$ cat config.mk
export PLATFORM = sky130hd
export DESIGN_NAME = uart_rx
export DESIGN_NICKNAME = d
export VERILOG_FILES = /design/src/hw/uart_rx.v
export VERILOG_INCLUDE_DIRS = /design/src /design/src/common
export SDC_FILE = /design/constraint.sdc
export NUM_CORES = 1
export LEC_CHECK = 0
export BUFFER_PORTS_ARGS = -buffer_cell sky130_fd_sc_hd__clkbuf_2
export CELL_PAD_IN_SITES_DETAIL_PLACEMENT = 0
export CELL_PAD_IN_SITES_GLOBAL_PLACEMENT = 1
export CORE_MARGIN = 2
export CORE_UTILIZATION = 41
export CTS_CLUSTER_DIAMETER = 80
export DETAILED_ROUTE_END_ITERATION = 12
export PLACE_DENSITY_LB_ADDON = 0.05
export SYNTH_ARGS = -nofsm -noshare
export SYNTH_HDL_FRONTEND = slang
export SYNTH_SLANG_ARGS = --single-unit
$ cat constraint.sdc
create_clock -name aclk -period 3.8 [get_ports aclk]
set_input_delay 0.57 -clock aclk [delete_from_list [all_inputs] [get_ports aclk]]
set_output_delay 0.57 -clock aclk [all_outputs]
set_load 0.005 [all_outputs]
$ cat src/common/uart_rx_consts.vh
// Register offsets, field positions, reset values and timing counts of the serial receiver.
`ifndef UART_RX_CONSTS_VH
`define UART_RX_CONSTS_VH

`define OFF_RECEIVE_STATUS_CONTROL 4'h0
`define OFF_RECEIVE_BUFFER         4'h4
`define OFF_TRANSMIT_STATUS_CTRL   4'h8
`define OFF_BAUD_CONTROL           4'hC
`define OFF_BAUD_DIVISOR_HIGH      5'h10
`define OFF_BAUD_DIVISOR_LOW       5'h14
`define OFF_PERIPHERAL_IRQ_FLAGS   5'h18
`define OFF_PERIPHERAL_IRQ_ENABLES 5'h1C
`define OFF_SLEEP_CONTROL          6'h20

`define RCS_SERIAL_PORT_ENABLE     7
`define RCS_NINE_BIT_RECEIVE       6
`define RCS_CONT_RECEIVE           4
`define RCS_ADDRESS_DETECT         3
`define RCS_FRAMING_ERROR          2
`define RCS_OVERRUN_ERROR          1
`define RCS_NINTH_BIT              0

`define TXS_SYNC_SELECT            4
`define TXS_HIGH_SPEED_BAUD        2

`define BDC_RX_IDLE                6
`define BDC_RX_INVERT              5
`define BDC_WIDE_DIVISOR           3
`define BDC_WAKE_ON_BREAK          1

`define PIR_RECEIVE_FLAG           5
`define PIE_RECEIVE_IRQ_ENABLE     5

`define RESET_BYTE                 8'h00
`define OVERSAMPLE                 5'h10
`define MID_SAMPLE                 4'h7
`define AXI_OKAY                   2'h0
`define AXI_DECERR                 2'h3

`endif

$ cat src/hw/uart_rx.v
// Asynchronous serial receiver with x16 oversampling, address detect and wake on break.
`timescale 1ns/1ns
// What this block does
// - Sixteen-times sampler feeds per-bit shifter
// - Invert control flips receive pin first
// - Async only when sync clear, port enabled
// - Receive enable gates start; flag sets
// - Ninth bit and errors in status
// - Buffer read returns low eight bits
// - Clearing receive enable clears overrun only; framing error stays
// - Overrun on third character, two unread
// - Address detect needs nine-bit and enable
// - Detect off: every character is loaded
// - Sleep stops baud clock and reception
// - Wake enable suspends reception, watches line
// - Falling line edge is the wake event
// - Wake event sets the receive flag
// - Buffer read clears wake receive flag
// - First rising edge clears wake enable
// - Wake only in asynchronous mode
// - Start, eight or nine bits LSB first, stop
// - Sample clock prescaled x1 or x4 by controls
module uart_rx
(
    // Clock, reset and enable
    input  wire        aclk,
    input  wire        aresetn,
    input  wire        clk_en,
    // Serial line
    input  wire        receive_line,
    // AXI4-Lite write address and data
    input  wire [31:0] s_axi_awaddr,
    input  wire        s_axi_awvalid,
    output reg         s_axi_awready,
    input  wire [31:0] s_axi_wdata,
    input  wire [3:0]  s_axi_wstrb,
    input  wire        s_axi_wvalid,
    output reg         s_axi_wready,
    output reg  [1:0]  s_axi_bresp,
    output reg         s_axi_bvalid,
    input  wire        s_axi_bready,
    // AXI4-Lite read
    input  wire [31:0] s_axi_araddr,
    input  wire        s_axi_arvalid,
    output reg         s_axi_arready,
    output reg  [31:0] s_axi_rdata,
    output reg  [1:0]  s_axi_rresp,
    output reg         s_axi_rvalid,
    input  wire        s_axi_rready,
    // Receive interrupt request
    output reg         receive_irq
);
`include "uart_rx_consts.vh"

localparam ST_IDLE  = 2'h0;
localparam ST_START = 2'h1;
localparam ST_DATA  = 2'h2;
localparam ST_STOP  = 2'h3;

// ----------------------------------------------------------------
// Registers
// ----------------------------------------------------------------
reg [7:0]  rcs_q;
reg [7:0]  txs_q;
reg [7:0]  bdc_q;
reg [7:0]  div_hi_q;
reg [7:0]  div_lo_q;
reg        irq_en_q;
reg        sleep_q;
reg        flag_wake_q;
reg [8:0]  fifo_q [0:1];
reg [1:0]  fifo_fe_q;
reg [1:0]  count_q;
reg        overrun_q;
reg        line_s1_q;
reg        line_s2_q;
reg        line_prev_q;
reg        wake_armed_q;
reg [15:0] brg_cnt_q;
reg [5:0]  pre_q;
reg [3:0]  tick_cnt_q;
reg [1:0]  state_q;
reg [3:0]  bit_idx_q;
reg [8:0]  shift_q;
reg [31:0] awaddr_q;
reg        aw_held_q;
reg [31:0] wdata_q;
reg        w_held_q;

// ----------------------------------------------------------------
// Line conditioning and mode decode
// ----------------------------------------------------------------
// pin inversion
wire line = line_s2_q ^ bdc_q[`BDC_RX_INVERT];
wire async_on = rcs_q[`RCS_SERIAL_PORT_ENABLE] & ~txs_q[`TXS_SYNC_SELECT];
wire continuous_receive_enable     = rcs_q[`RCS_CONT_RECEIVE];
wire nine     = rcs_q[`RCS_NINE_BIT_RECEIVE];
wire wake_on  = bdc_q[`BDC_WAKE_ON_BREAK] & async_on;
wire addr_det = nine & rcs_q[`RCS_ADDRESS_DETECT];
wire fall     = line_prev_q & ~line;
wire rise     = ~line_prev_q & line;

// ----------------------------------------------------------------
// Baud generator
// ----------------------------------------------------------------
// divisor and x1 or x4 prescale
wire [15:0] divisor = bdc_q[`BDC_WIDE_DIVISOR] ? {div_hi_q, div_lo_q} : {8'h00, div_lo_q};
wire [5:0]  pre_top = txs_q[`TXS_HIGH_SPEED_BAUD] ? 6'h00 : 6'h03;
wire        brg_wrap = (brg_cnt_q == divisor);
wire        run = clk_en & ~sleep_q & async_on;
wire        tick = run & brg_wrap & (pre_q == pre_top);

wire bit_tick = tick & (tick_cnt_q == `MID_SAMPLE);
wire char_done = bit_tick & (state_q == ST_STOP);
// detect on needs ninth bit set
wire keep = ~addr_det | shift_q[8];

// ----------------------------------------------------------------
// Bus decode
// ----------------------------------------------------------------
wire        wr_go = aw_held_q & w_held_q & ~s_axi_bvalid;
wire [7:0]  wa = awaddr_q[7:0];
wire        rd_go = s_axi_arvalid & s_axi_arready;
wire [7:0]  ra = s_axi_araddr[7:0];
// Upper address bits must be zero, so a register never answers at an alias.
wire        rd_buf = rd_go & (s_axi_araddr[31:8] == 24'h000000) &
                     (ra == {4'h0, `OFF_RECEIVE_BUFFER});
wire        wr_ok = (awaddr_q[31:8] == 24'h000000) & (
                    (wa == {4'h0, `OFF_RECEIVE_STATUS_CONTROL}) |
                    (wa == {4'h0, `OFF_TRANSMIT_STATUS_CTRL}) |
                    (wa == {4'h0, `OFF_BAUD_CONTROL}) |
                    (wa == {3'h0, `OFF_BAUD_DIVISOR_HIGH}) |
                    (wa == {3'h0, `OFF_BAUD_DIVISOR_LOW}) |
                    (wa == {3'h0, `OFF_PERIPHERAL_IRQ_ENABLES}) |
                    (wa == {2'h0, `OFF_SLEEP_CONTROL}));
wire        rcv_flag = (count_q != 2'h0) | flag_wake_q;
wire [7:0]  rcs_view = {rcs_q[7:3], fifo_fe_q[0], overrun_q, fifo_q[0][8]};

reg [31:0] rd_d;
reg        rd_ok;
always @*
begin
    rd_ok = 1'b1;
    rd_d  = 32'h00000000;
    case (ra)
        {4'h0, `OFF_RECEIVE_STATUS_CONTROL}: rd_d = {24'h000000, rcs_view};
        {4'h0, `OFF_RECEIVE_BUFFER}:         rd_d = {24'h000000, fifo_q[0][7:0]};
        {4'h0, `OFF_TRANSMIT_STATUS_CTRL}:   rd_d = {24'h000000, txs_q};
        {4'h0, `OFF_BAUD_CONTROL}:
            rd_d = {24'h000000, bdc_q[7], (state_q == ST_IDLE), bdc_q[5:0]};
        {3'h0, `OFF_BAUD_DIVISOR_HIGH}:      rd_d = {24'h000000, div_hi_q};
        {3'h0, `OFF_BAUD_DIVISOR_LOW}:       rd_d = {24'h000000, div_lo_q};
        {3'h0, `OFF_PERIPHERAL_IRQ_FLAGS}:   rd_d = {26'h0000000, rcv_flag, 5'h00};
        {3'h0, `OFF_PERIPHERAL_IRQ_ENABLES}: rd_d = {26'h0000000, irq_en_q, 5'h00};
        {2'h0, `OFF_SLEEP_CONTROL}:          rd_d = {31'h00000000, sleep_q};
        default:                             rd_ok = 1'b0;
    endcase
    if (s_axi_araddr[31:8] != 24'h000000)
    begin
        rd_ok = 1'b0;
        rd_d  = 32'h00000000;
    end
end

// ----------------------------------------------------------------
// Bus slave
// ----------------------------------------------------------------
// Address and data are latched independently so either may come first.
always @(posedge aclk)
begin
    if (!aresetn)
    begin
        s_axi_awready <= 1'b0;
        s_axi_wready  <= 1'b0;
        s_axi_bvalid  <= 1'b0;
        s_axi_bresp   <= `AXI_OKAY;
        s_axi_arready <= 1'b0;
        s_axi_rvalid  <= 1'b0;
        s_axi_rresp   <= `AXI_OKAY;
        s_axi_rdata   <= 32'h00000000;
        aw_held_q     <= 1'b0;
        w_held_q      <= 1'b0;
        awaddr_q      <= 32'h00000000;
        wdata_q       <= 32'h00000000;
    end
    else if (clk_en)
    begin
        s_axi_awready <= ~aw_held_q & ~s_axi_awready & s_axi_awvalid;
        s_axi_wready  <= ~w_held_q & ~s_axi_wready & s_axi_wvalid;
        if (s_axi_awvalid & s_axi_awready)
        begin
            aw_held_q <= 1'b1;
            awaddr_q  <= s_axi_awaddr;
        end
        if (s_axi_wvalid & s_axi_wready)
        begin
            w_held_q <= 1'b1;
            wdata_q  <= s_axi_wdata;
        end
        if (wr_go)
        begin
            aw_held_q    <= 1'b0;
            w_held_q     <= 1'b0;
            s_axi_bvalid <= 1'b1;
            s_axi_bresp  <= wr_ok ? `AXI_OKAY : `AXI_DECERR;
        end
        else if (s_axi_bvalid & s_axi_bready)
            s_axi_bvalid <= 1'b0;
        s_axi_arready <= ~s_axi_arready & ~s_axi_rvalid & s_axi_arvalid;
        if (rd_go)
        begin
            s_axi_rvalid <= 1'b1;
            s_axi_rdata  <= rd_d;
            s_axi_rresp  <= rd_ok ? `AXI_OKAY : `AXI_DECERR;
        end
        else if (s_axi_rvalid & s_axi_rready)
            s_axi_rvalid <= 1'b0;
    end
end

// ----------------------------------------------------------------
// Control registers and wake logic
// ----------------------------------------------------------------
wire wr_byte = wr_go & wr_ok & s_axi_wstrb[0];
always @(posedge aclk)
begin
    if (!aresetn)
    begin
        rcs_q        <= `RESET_BYTE;
        txs_q        <= `RESET_BYTE;
        bdc_q        <= `RESET_BYTE;
        div_hi_q     <= `RESET_BYTE;
        div_lo_q     <= `RESET_BYTE;
        irq_en_q     <= 1'b0;
        sleep_q      <= 1'b0;
        flag_wake_q  <= 1'b0;
        wake_armed_q <= 1'b0;
        line_s1_q    <= 1'b1;
        line_s2_q    <= 1'b1;
        line_prev_q  <= 1'b1;
        receive_irq  <= 1'b0;
    end
    else if (clk_en)
    begin
        line_s1_q   <= receive_line;
        line_s2_q   <= line_s1_q;
        line_prev_q <= line;
        receive_irq <= rcv_flag & irq_en_q;
        if (wr_byte)
        begin
            case (wa)
                {4'h0, `OFF_RECEIVE_STATUS_CONTROL}: rcs_q <= {wdata_q[7:3], 3'h0};
                {4'h0, `OFF_TRANSMIT_STATUS_CTRL}:   txs_q <= wdata_q[7:0];
                {4'h0, `OFF_BAUD_CONTROL}:
                    bdc_q <= {1'b0, 1'b0, wdata_q[5:3], 1'b0, wdata_q[1], 1'b0};
                {3'h0, `OFF_BAUD_DIVISOR_HIGH}:      div_hi_q <= wdata_q[7:0];
                {3'h0, `OFF_BAUD_DIVISOR_LOW}:       div_lo_q <= wdata_q[7:0];
                {3'h0, `OFF_PERIPHERAL_IRQ_ENABLES}:
                    irq_en_q <= wdata_q[`PIE_RECEIVE_IRQ_ENABLE];
                {2'h0, `OFF_SLEEP_CONTROL}:          sleep_q <= wdata_q[0];
                default:                             sleep_q <= sleep_q;
            endcase
        end
        if (wake_on & ~wake_armed_q & fall)
            wake_armed_q <= 1'b1;
        else if (wake_armed_q & rise)
        begin
            wake_armed_q           <= 1'b0;
            bdc_q[`BDC_WAKE_ON_BREAK] <= 1'b0;
        end
        // wake sets receive flag, set wins
        if (wake_on & ~wake_armed_q & fall)
            flag_wake_q <= 1'b1;
        else if (rd_buf)
            flag_wake_q <= 1'b0;
    end
end

// ----------------------------------------------------------------
// Receive shifter and two-entry buffer
// ----------------------------------------------------------------
// The edge detector runs on the system clock even while the baud clock is stopped,
// so a break is seen in sleep as well; the sampler itself needs the baud clock.
always @(posedge aclk)
begin
    if (!aresetn)
    begin
        brg_cnt_q  <= 16'h0000;
        pre_q      <= 6'h00;
        tick_cnt_q <= 4'h0;
        state_q    <= ST_IDLE;
        bit_idx_q  <= 4'h0;
        shift_q    <= 9'h000;
        fifo_q[0]  <= 9'h000;
        fifo_q[1]  <= 9'h000;
        fifo_fe_q  <= 2'h0;
        count_q    <= 2'h0;
        overrun_q  <= 1'b0;
    end
    else if (clk_en)
    begin
        if (run)
        begin
            brg_cnt_q <= brg_wrap ? 16'h0000 : brg_cnt_q + 16'h0001;
            if (brg_wrap)
                pre_q <= (pre_q == pre_top) ? 6'h00 : pre_q + 6'h01;
        end
        if (tick)
            tick_cnt_q <= tick_cnt_q + 4'h1;
        if (wake_on | ~run)
        begin
            state_q    <= ST_IDLE;
            tick_cnt_q <= 4'h0;
        end
        else
        begin
            case (state_q)
                ST_IDLE:
                    if (continuous_receive_enable & ~overrun_q & fall)
                    begin
                        state_q    <= ST_START;
                        tick_cnt_q <= 4'h0;
                    end
                ST_START:
                    if (bit_tick)
                    begin
                        state_q   <= line ? ST_IDLE : ST_DATA;
                        bit_idx_q <= 4'h0;
                    end
                ST_DATA:
                    // LSB first, eight or nine bits
                    if (bit_tick)
                    begin
                        shift_q   <= nine ? {line, shift_q[8:1]} : {1'b0, line, shift_q[7:1]};
                        bit_idx_q <= bit_idx_q + 4'h1;
                        if (bit_idx_q == (nine ? 4'h8 : 4'h7))
                            state_q <= ST_STOP;
                    end
                ST_STOP:
                    if (bit_tick)
                        state_q <= ST_IDLE;
                default:
                    state_q <= ST_IDLE;
            endcase
        end
        if (!continuous_receive_enable)
            overrun_q <= 1'b0;
        else if (char_done & keep & (count_q == 2'h2))
            overrun_q <= 1'b1;
        if (rd_buf & (count_q != 2'h0))
        begin
            fifo_q[0]    <= fifo_q[1];
            fifo_fe_q[0] <= fifo_fe_q[1];
        end
        if (char_done & keep & continuous_receive_enable & (count_q != 2'h2))
        begin
            if ((count_q == 2'h0) | (rd_buf & (count_q == 2'h1)))
            begin
                fifo_q[0]    <= shift_q;
                fifo_fe_q[0] <= ~line;
            end
            else
            begin
                fifo_q[1]    <= shift_q;
                fifo_fe_q[1] <= ~line;
            end
            if (!(rd_buf & (count_q != 2'h0)))
                count_q <= count_q + 2'h1;
        end
        else if (rd_buf & (count_q != 2'h0))
            count_q <= count_q - 2'h1;
    end
end

endmodule

Yosys cells after proc, flatten, opt, wreduce, memory -nomap -nowiden. Memory sizes are Yosys's and may differ from the RTL's. Cells that the tools add are included.

Flip-flop bits (word level): 170. Memory bits (writable): 18. Input port bits: 109. Memories: 1.

Add/sub/neg operators: 6. Eq/ne operators: 33. Multiplexer cells: 69. Bitwise operators: 72. Reductions and logical operators: 42.

Memories: fifo_q (words 2, bits a word 9, read ports 2, clocked after memory_dff 0, wr ports 2, RTL line uart_rx.v:71) `reg [8:0] fifo_q [0:1];`.

Operator list (count): $pmux 8 s9 (1); $eq 8x5->1 const B (7); $logic_not 24->1 (2); $and 1x1->1 (41); $mux 1 (36); $mux 9 (4); $eq 8x4->1 const B (4); $mux 16 (2); $mux 32 (1); $mux 2 (15); $reduce_and 3->1 (10); $mux 4 (7); $reduce_and 2->1 (12); $reduce_bool 24->1 (1); $reduce_bool 2->1 (9); $not 1->1 (17); $add 16x1->16 const B (1); $eq 16x16->1 (1); $eq 8x6->1 const B (2); $logic_not 8->1 (2); $or 1x1->1 (13); $ne 3x3->1 const B (3); $reduce_or 9->1 (1); $add 4x1->4 const B (2); other kinds (21) (28).

Logic depth before layout (Yosys ltp).
Depth in word-level cells: 15. Gate-level depth with buffers: 10. Gate-level depth less buffers: 9.

Least setup slack after synthesis. OpenSTA, ideal clock, no wires.

Path type: input to register. Start: input port clk_en. End: memory fifo_q[0][0] (enable). Library setup time: 0.334 ns. Arrival: 2.799 ns. Setup slack: 0.667 ns. Stages: 10. Path buffers: 3. Cells stage by stage: buf_6 -> and4bb_1 -> buf_4 -> nand3_1 -> or4_1 -> or4b_1 -> nor2_2 -> buf_4 -> o21ai_0 -> nand2_1.

RTL lines: start, declared (RTL line uart_rx.v:28) `input wire clk_en,`; end, declared (RTL line uart_rx.v:71).

==> reports/qor.yml <==
timing:
  worst_pin_slew_ns: 1.15
  setup-tns-final_ns: 0
  fin_crit_sh: 0.801
  period_needed_ns: 3.04
  timing.fmax_mhz: 329
  final_hold_viol_count: 0
  finalSetupViolCount: 0
  skew_ns: 0.0135
  grt_setup_unrepaired: "false"
  whs_ns: 0.343
  slew_violations: 0
  setup_slack_ns: 0.757
  slew_headroom: 0.228
clock_network:
  cts_root_buffer: "clkbuf_16"
  clock_path_buffers: 2
  post_cts_resized: 0
  cts_setup_buffers: 0
  clock-sinks: 162
  clk-insertion-delay-late_ns: 0.44
  numCtsBuffers: 17
  cts_tree: "yes"
  htreeDepth: 4
  clk_pin_slew_worst_paths_ns: 0.07
  cts_hold_buf: 0
finish:
  num_antenna_cells: 0
  final-instance-count-excl-fill: 1238
  finish.instance_area_um2: 8920
  nNetsFinal: 1111
  drive_gt1_frac: 0.159
  syn_to_final_growth_pct: 15.3
synth:
  synth_flop_cell: "dfxtp_1"
  ys_async_sr_fraction: 0
  synth-edff-count: 18
  synthAdderAreaFrac: 0.0178
  yosysSeqAreaShare: 0.442
  synth.mux.area_fraction: 0.0794
  synth_xor_xnor_area_share: 0.0396
  synth.distinct_cells: 68
  syn_inst: 901
  yosysWarningCount: 0
  synth_area_um2: 7740
  synth_top_family_by_area: "simple AND/OR/NAND/NOR gates"
  synth-seq-cells: 162
  synth_simple_gate_area_frac: 0.260
  synth-compound-area-share: 0.108
  avgSynthCellArea_um2: 8.59
routing:
  vias_per_cell: 5.31
  met1_length_mm: 9.41
  drc: 0
  first_iter_violations: 277
  wl_per_cell_um: 16.7
  wl_met3_um: 740
  routed_wl_mm: 20.7
  dr.pass1.iters: 7
  route.met2.wl_mm: 10.1
  antenna_left: 0
  highest_layer: "met4"
  vias: 6574
global_routing:
  grt_pass1_vias: 6482
  antenna_found_initial: 0
  grt_overflow: 0
  grt_pass1_wl_mm: 33.3
  grt_max_degree: 94
  track_usage: 0.214
critical_path:
  worst_r2r_endpoint: "fifo_q[0][7]"
  r2r_slack_ns: 0.76
  cp-startpoint: "bdc_q[3]"
  crit_path_end: "fifo_q[0][7]"
  critPathKind: "flip-flop to flip-flop"
  end_kind: "flip-flop"
  cp.arrival_ns: 3.23
  cp.required_ns: 3.99
  reg2regPathDepth: 8
  start_kind: "flip-flop"
  path_max_fanout: 13
  worstReg2RegStart: "bdc_q[3]"
power_and_ir_drop:
  switching_share: 0.248
  p_comb_frac: 0.043
  p_clk_frac: 0.460
  p_leak_uw: 0.00342
  power.internal_uw: 2660
  power.switching_uw: 876
  p_seq_frac: 0.498
  vdd_drop_max_v: 0.000292
  power.density_nw_per_um2: 396
place:
  io_buffers: 99
  place_congestion: 0.830
  placed_area_um2: 8370
  hpwl_mm: 15.6
  dpl_worst_slack_ns: 0.556
  place_inst: 1206
flow_run:
  max_cap_viol_count: 0
die:
  dieArea_um2: 20000
  die_h_um: 141
  io_pins: 151
  start_util: 0.415
  die_w_um: 141
  rows: 50
  fp.coreArea_um2: 18600
min_path:
  worst_hold_path_type: "primary input to flip-flop"
  hold_path_depth: 3
status:
  status: "completed"
[power by group through the flow]
stage                     sequential [uW]  clock (uW)  combinational [uW]
final                                1760        1630                 151
after global placement               1800           0                 150
after floorplan                      1790           0                99.2
after detailed placement             1800           0                 152
after CTS                            1760        1660                 153
after global routing                 1760        1750                 171
[layout make-up]
class	instances	area [um2]
multi-input combinational	685	4000
clock buffer	18	429
tap	234	293
inverter	12	47.5
fill	1844	9720
timing repair buffer	113	613
sequential	162	3420
clock inverter	14	119
[cell usage after synthesis (all sizes together), types with 18 or more instances]
library cell | n | area, um2
a21oi | 57 | 289
a22oi | 25 | 188
buf | 34 | 243
clkbuf | 31 | 116
dfxtp | 144 | 2880
edfxtp | 18 | 541
mux2i | 58 | 581
nand2 | 170 | 638
nand3 | 37 | 190
nor2 | 105 | 399
nor4 | 23 | 171
xnor2 | 18 | 158
[routing by layer]
metal / GRT usage / up-vias
met5: 0 / -
met4: 0.0695 / 0
met3: 0.0429 / 23
met2: 0.368 / 118
met1: 0.271 / 3127
li1: - / 3306
[registers in the layout (all words and copies together) (netlist names), 2 cells and up]
signal,count
awaddr_q,32
bdc_q,4
bit_idx_q,4
brg_cnt_q,16
count_q,2
div_hi_q,8
div_lo_q,8
fifo_fe_q,2
fifo_q,18
pre_q,6
rcs_q,5
s_axi_rdata,8
shift_q,9
state_q,2
tick_cnt_q,4
txs_q,8
wdata_q,8
[critical path: stages, from the launching register on]
cell and delay, ns:
dfxtp_1 0.60, nor4bb_1 0.37, a22oi_1 0.12, o2bb2ai_1 0.26
or4b_1 0.74, nor2_2 0.20, buf_4 0.22, mux2i_1 0.20
nor2_1 0.06
[how the worst min path moves through the flow]
| stage | start | end | slack, ns |
|---|---|---|---|
| 4_1_cts | s_axi_awaddr[17] | awaddr_q[17] | 0.32 |
| 5_1_grt | s_axi_awaddr[27] | awaddr_q[27] | 0.34 |
| 3_3_place_gp | awaddr_q[28] | awaddr_q[28] | 0.44 |
| 3_5_place_dp | awaddr_q[21] | awaddr_q[21] | 0.45 |
| 2_1_floorplan | awaddr_q[24] | awaddr_q[24] | 0.43 |
| 6_report | s_axi_awaddr[17] | awaddr_q[17] | 0.34 |
[kinds of logic after synthesis]
logic type                 count (synthesis)
and+or+nand+nor                          423
buffers and inverters                     77
muxes                                     60
DFF                                      162
other                                      1
xor gates and xnor gates                  35
AOI/OAI and AO/OA                        132
adders and majority gates                 11
[cell usage in the layout (no fill, tap or decap), types with 13 or more instances in the layout]
cell and instances:
dfxtp_1 144, edfxtp_1 18, o21ai_0 16, buf_4 13
nand3_1 36, clkbuf_2 99, conb_1 24, xor2_1 17
nand2_1 170, xnor2_1 18, nor4_1 20, nor3_1 14
clkbuf_16 17, mux2i_1 58, nor2_1 103, a22oi_1 25
a21oi_1 56
[through the flow]
stage	power [uW]	util
final	3540	0.479
after global routing	3680	0.479
after CTS	3580	0.479
after detailed placement	1950	0.449
after global placement	1950	0.449
after floorplan	1890	-
Note: power is estimated with default switching activity, not from simulation.
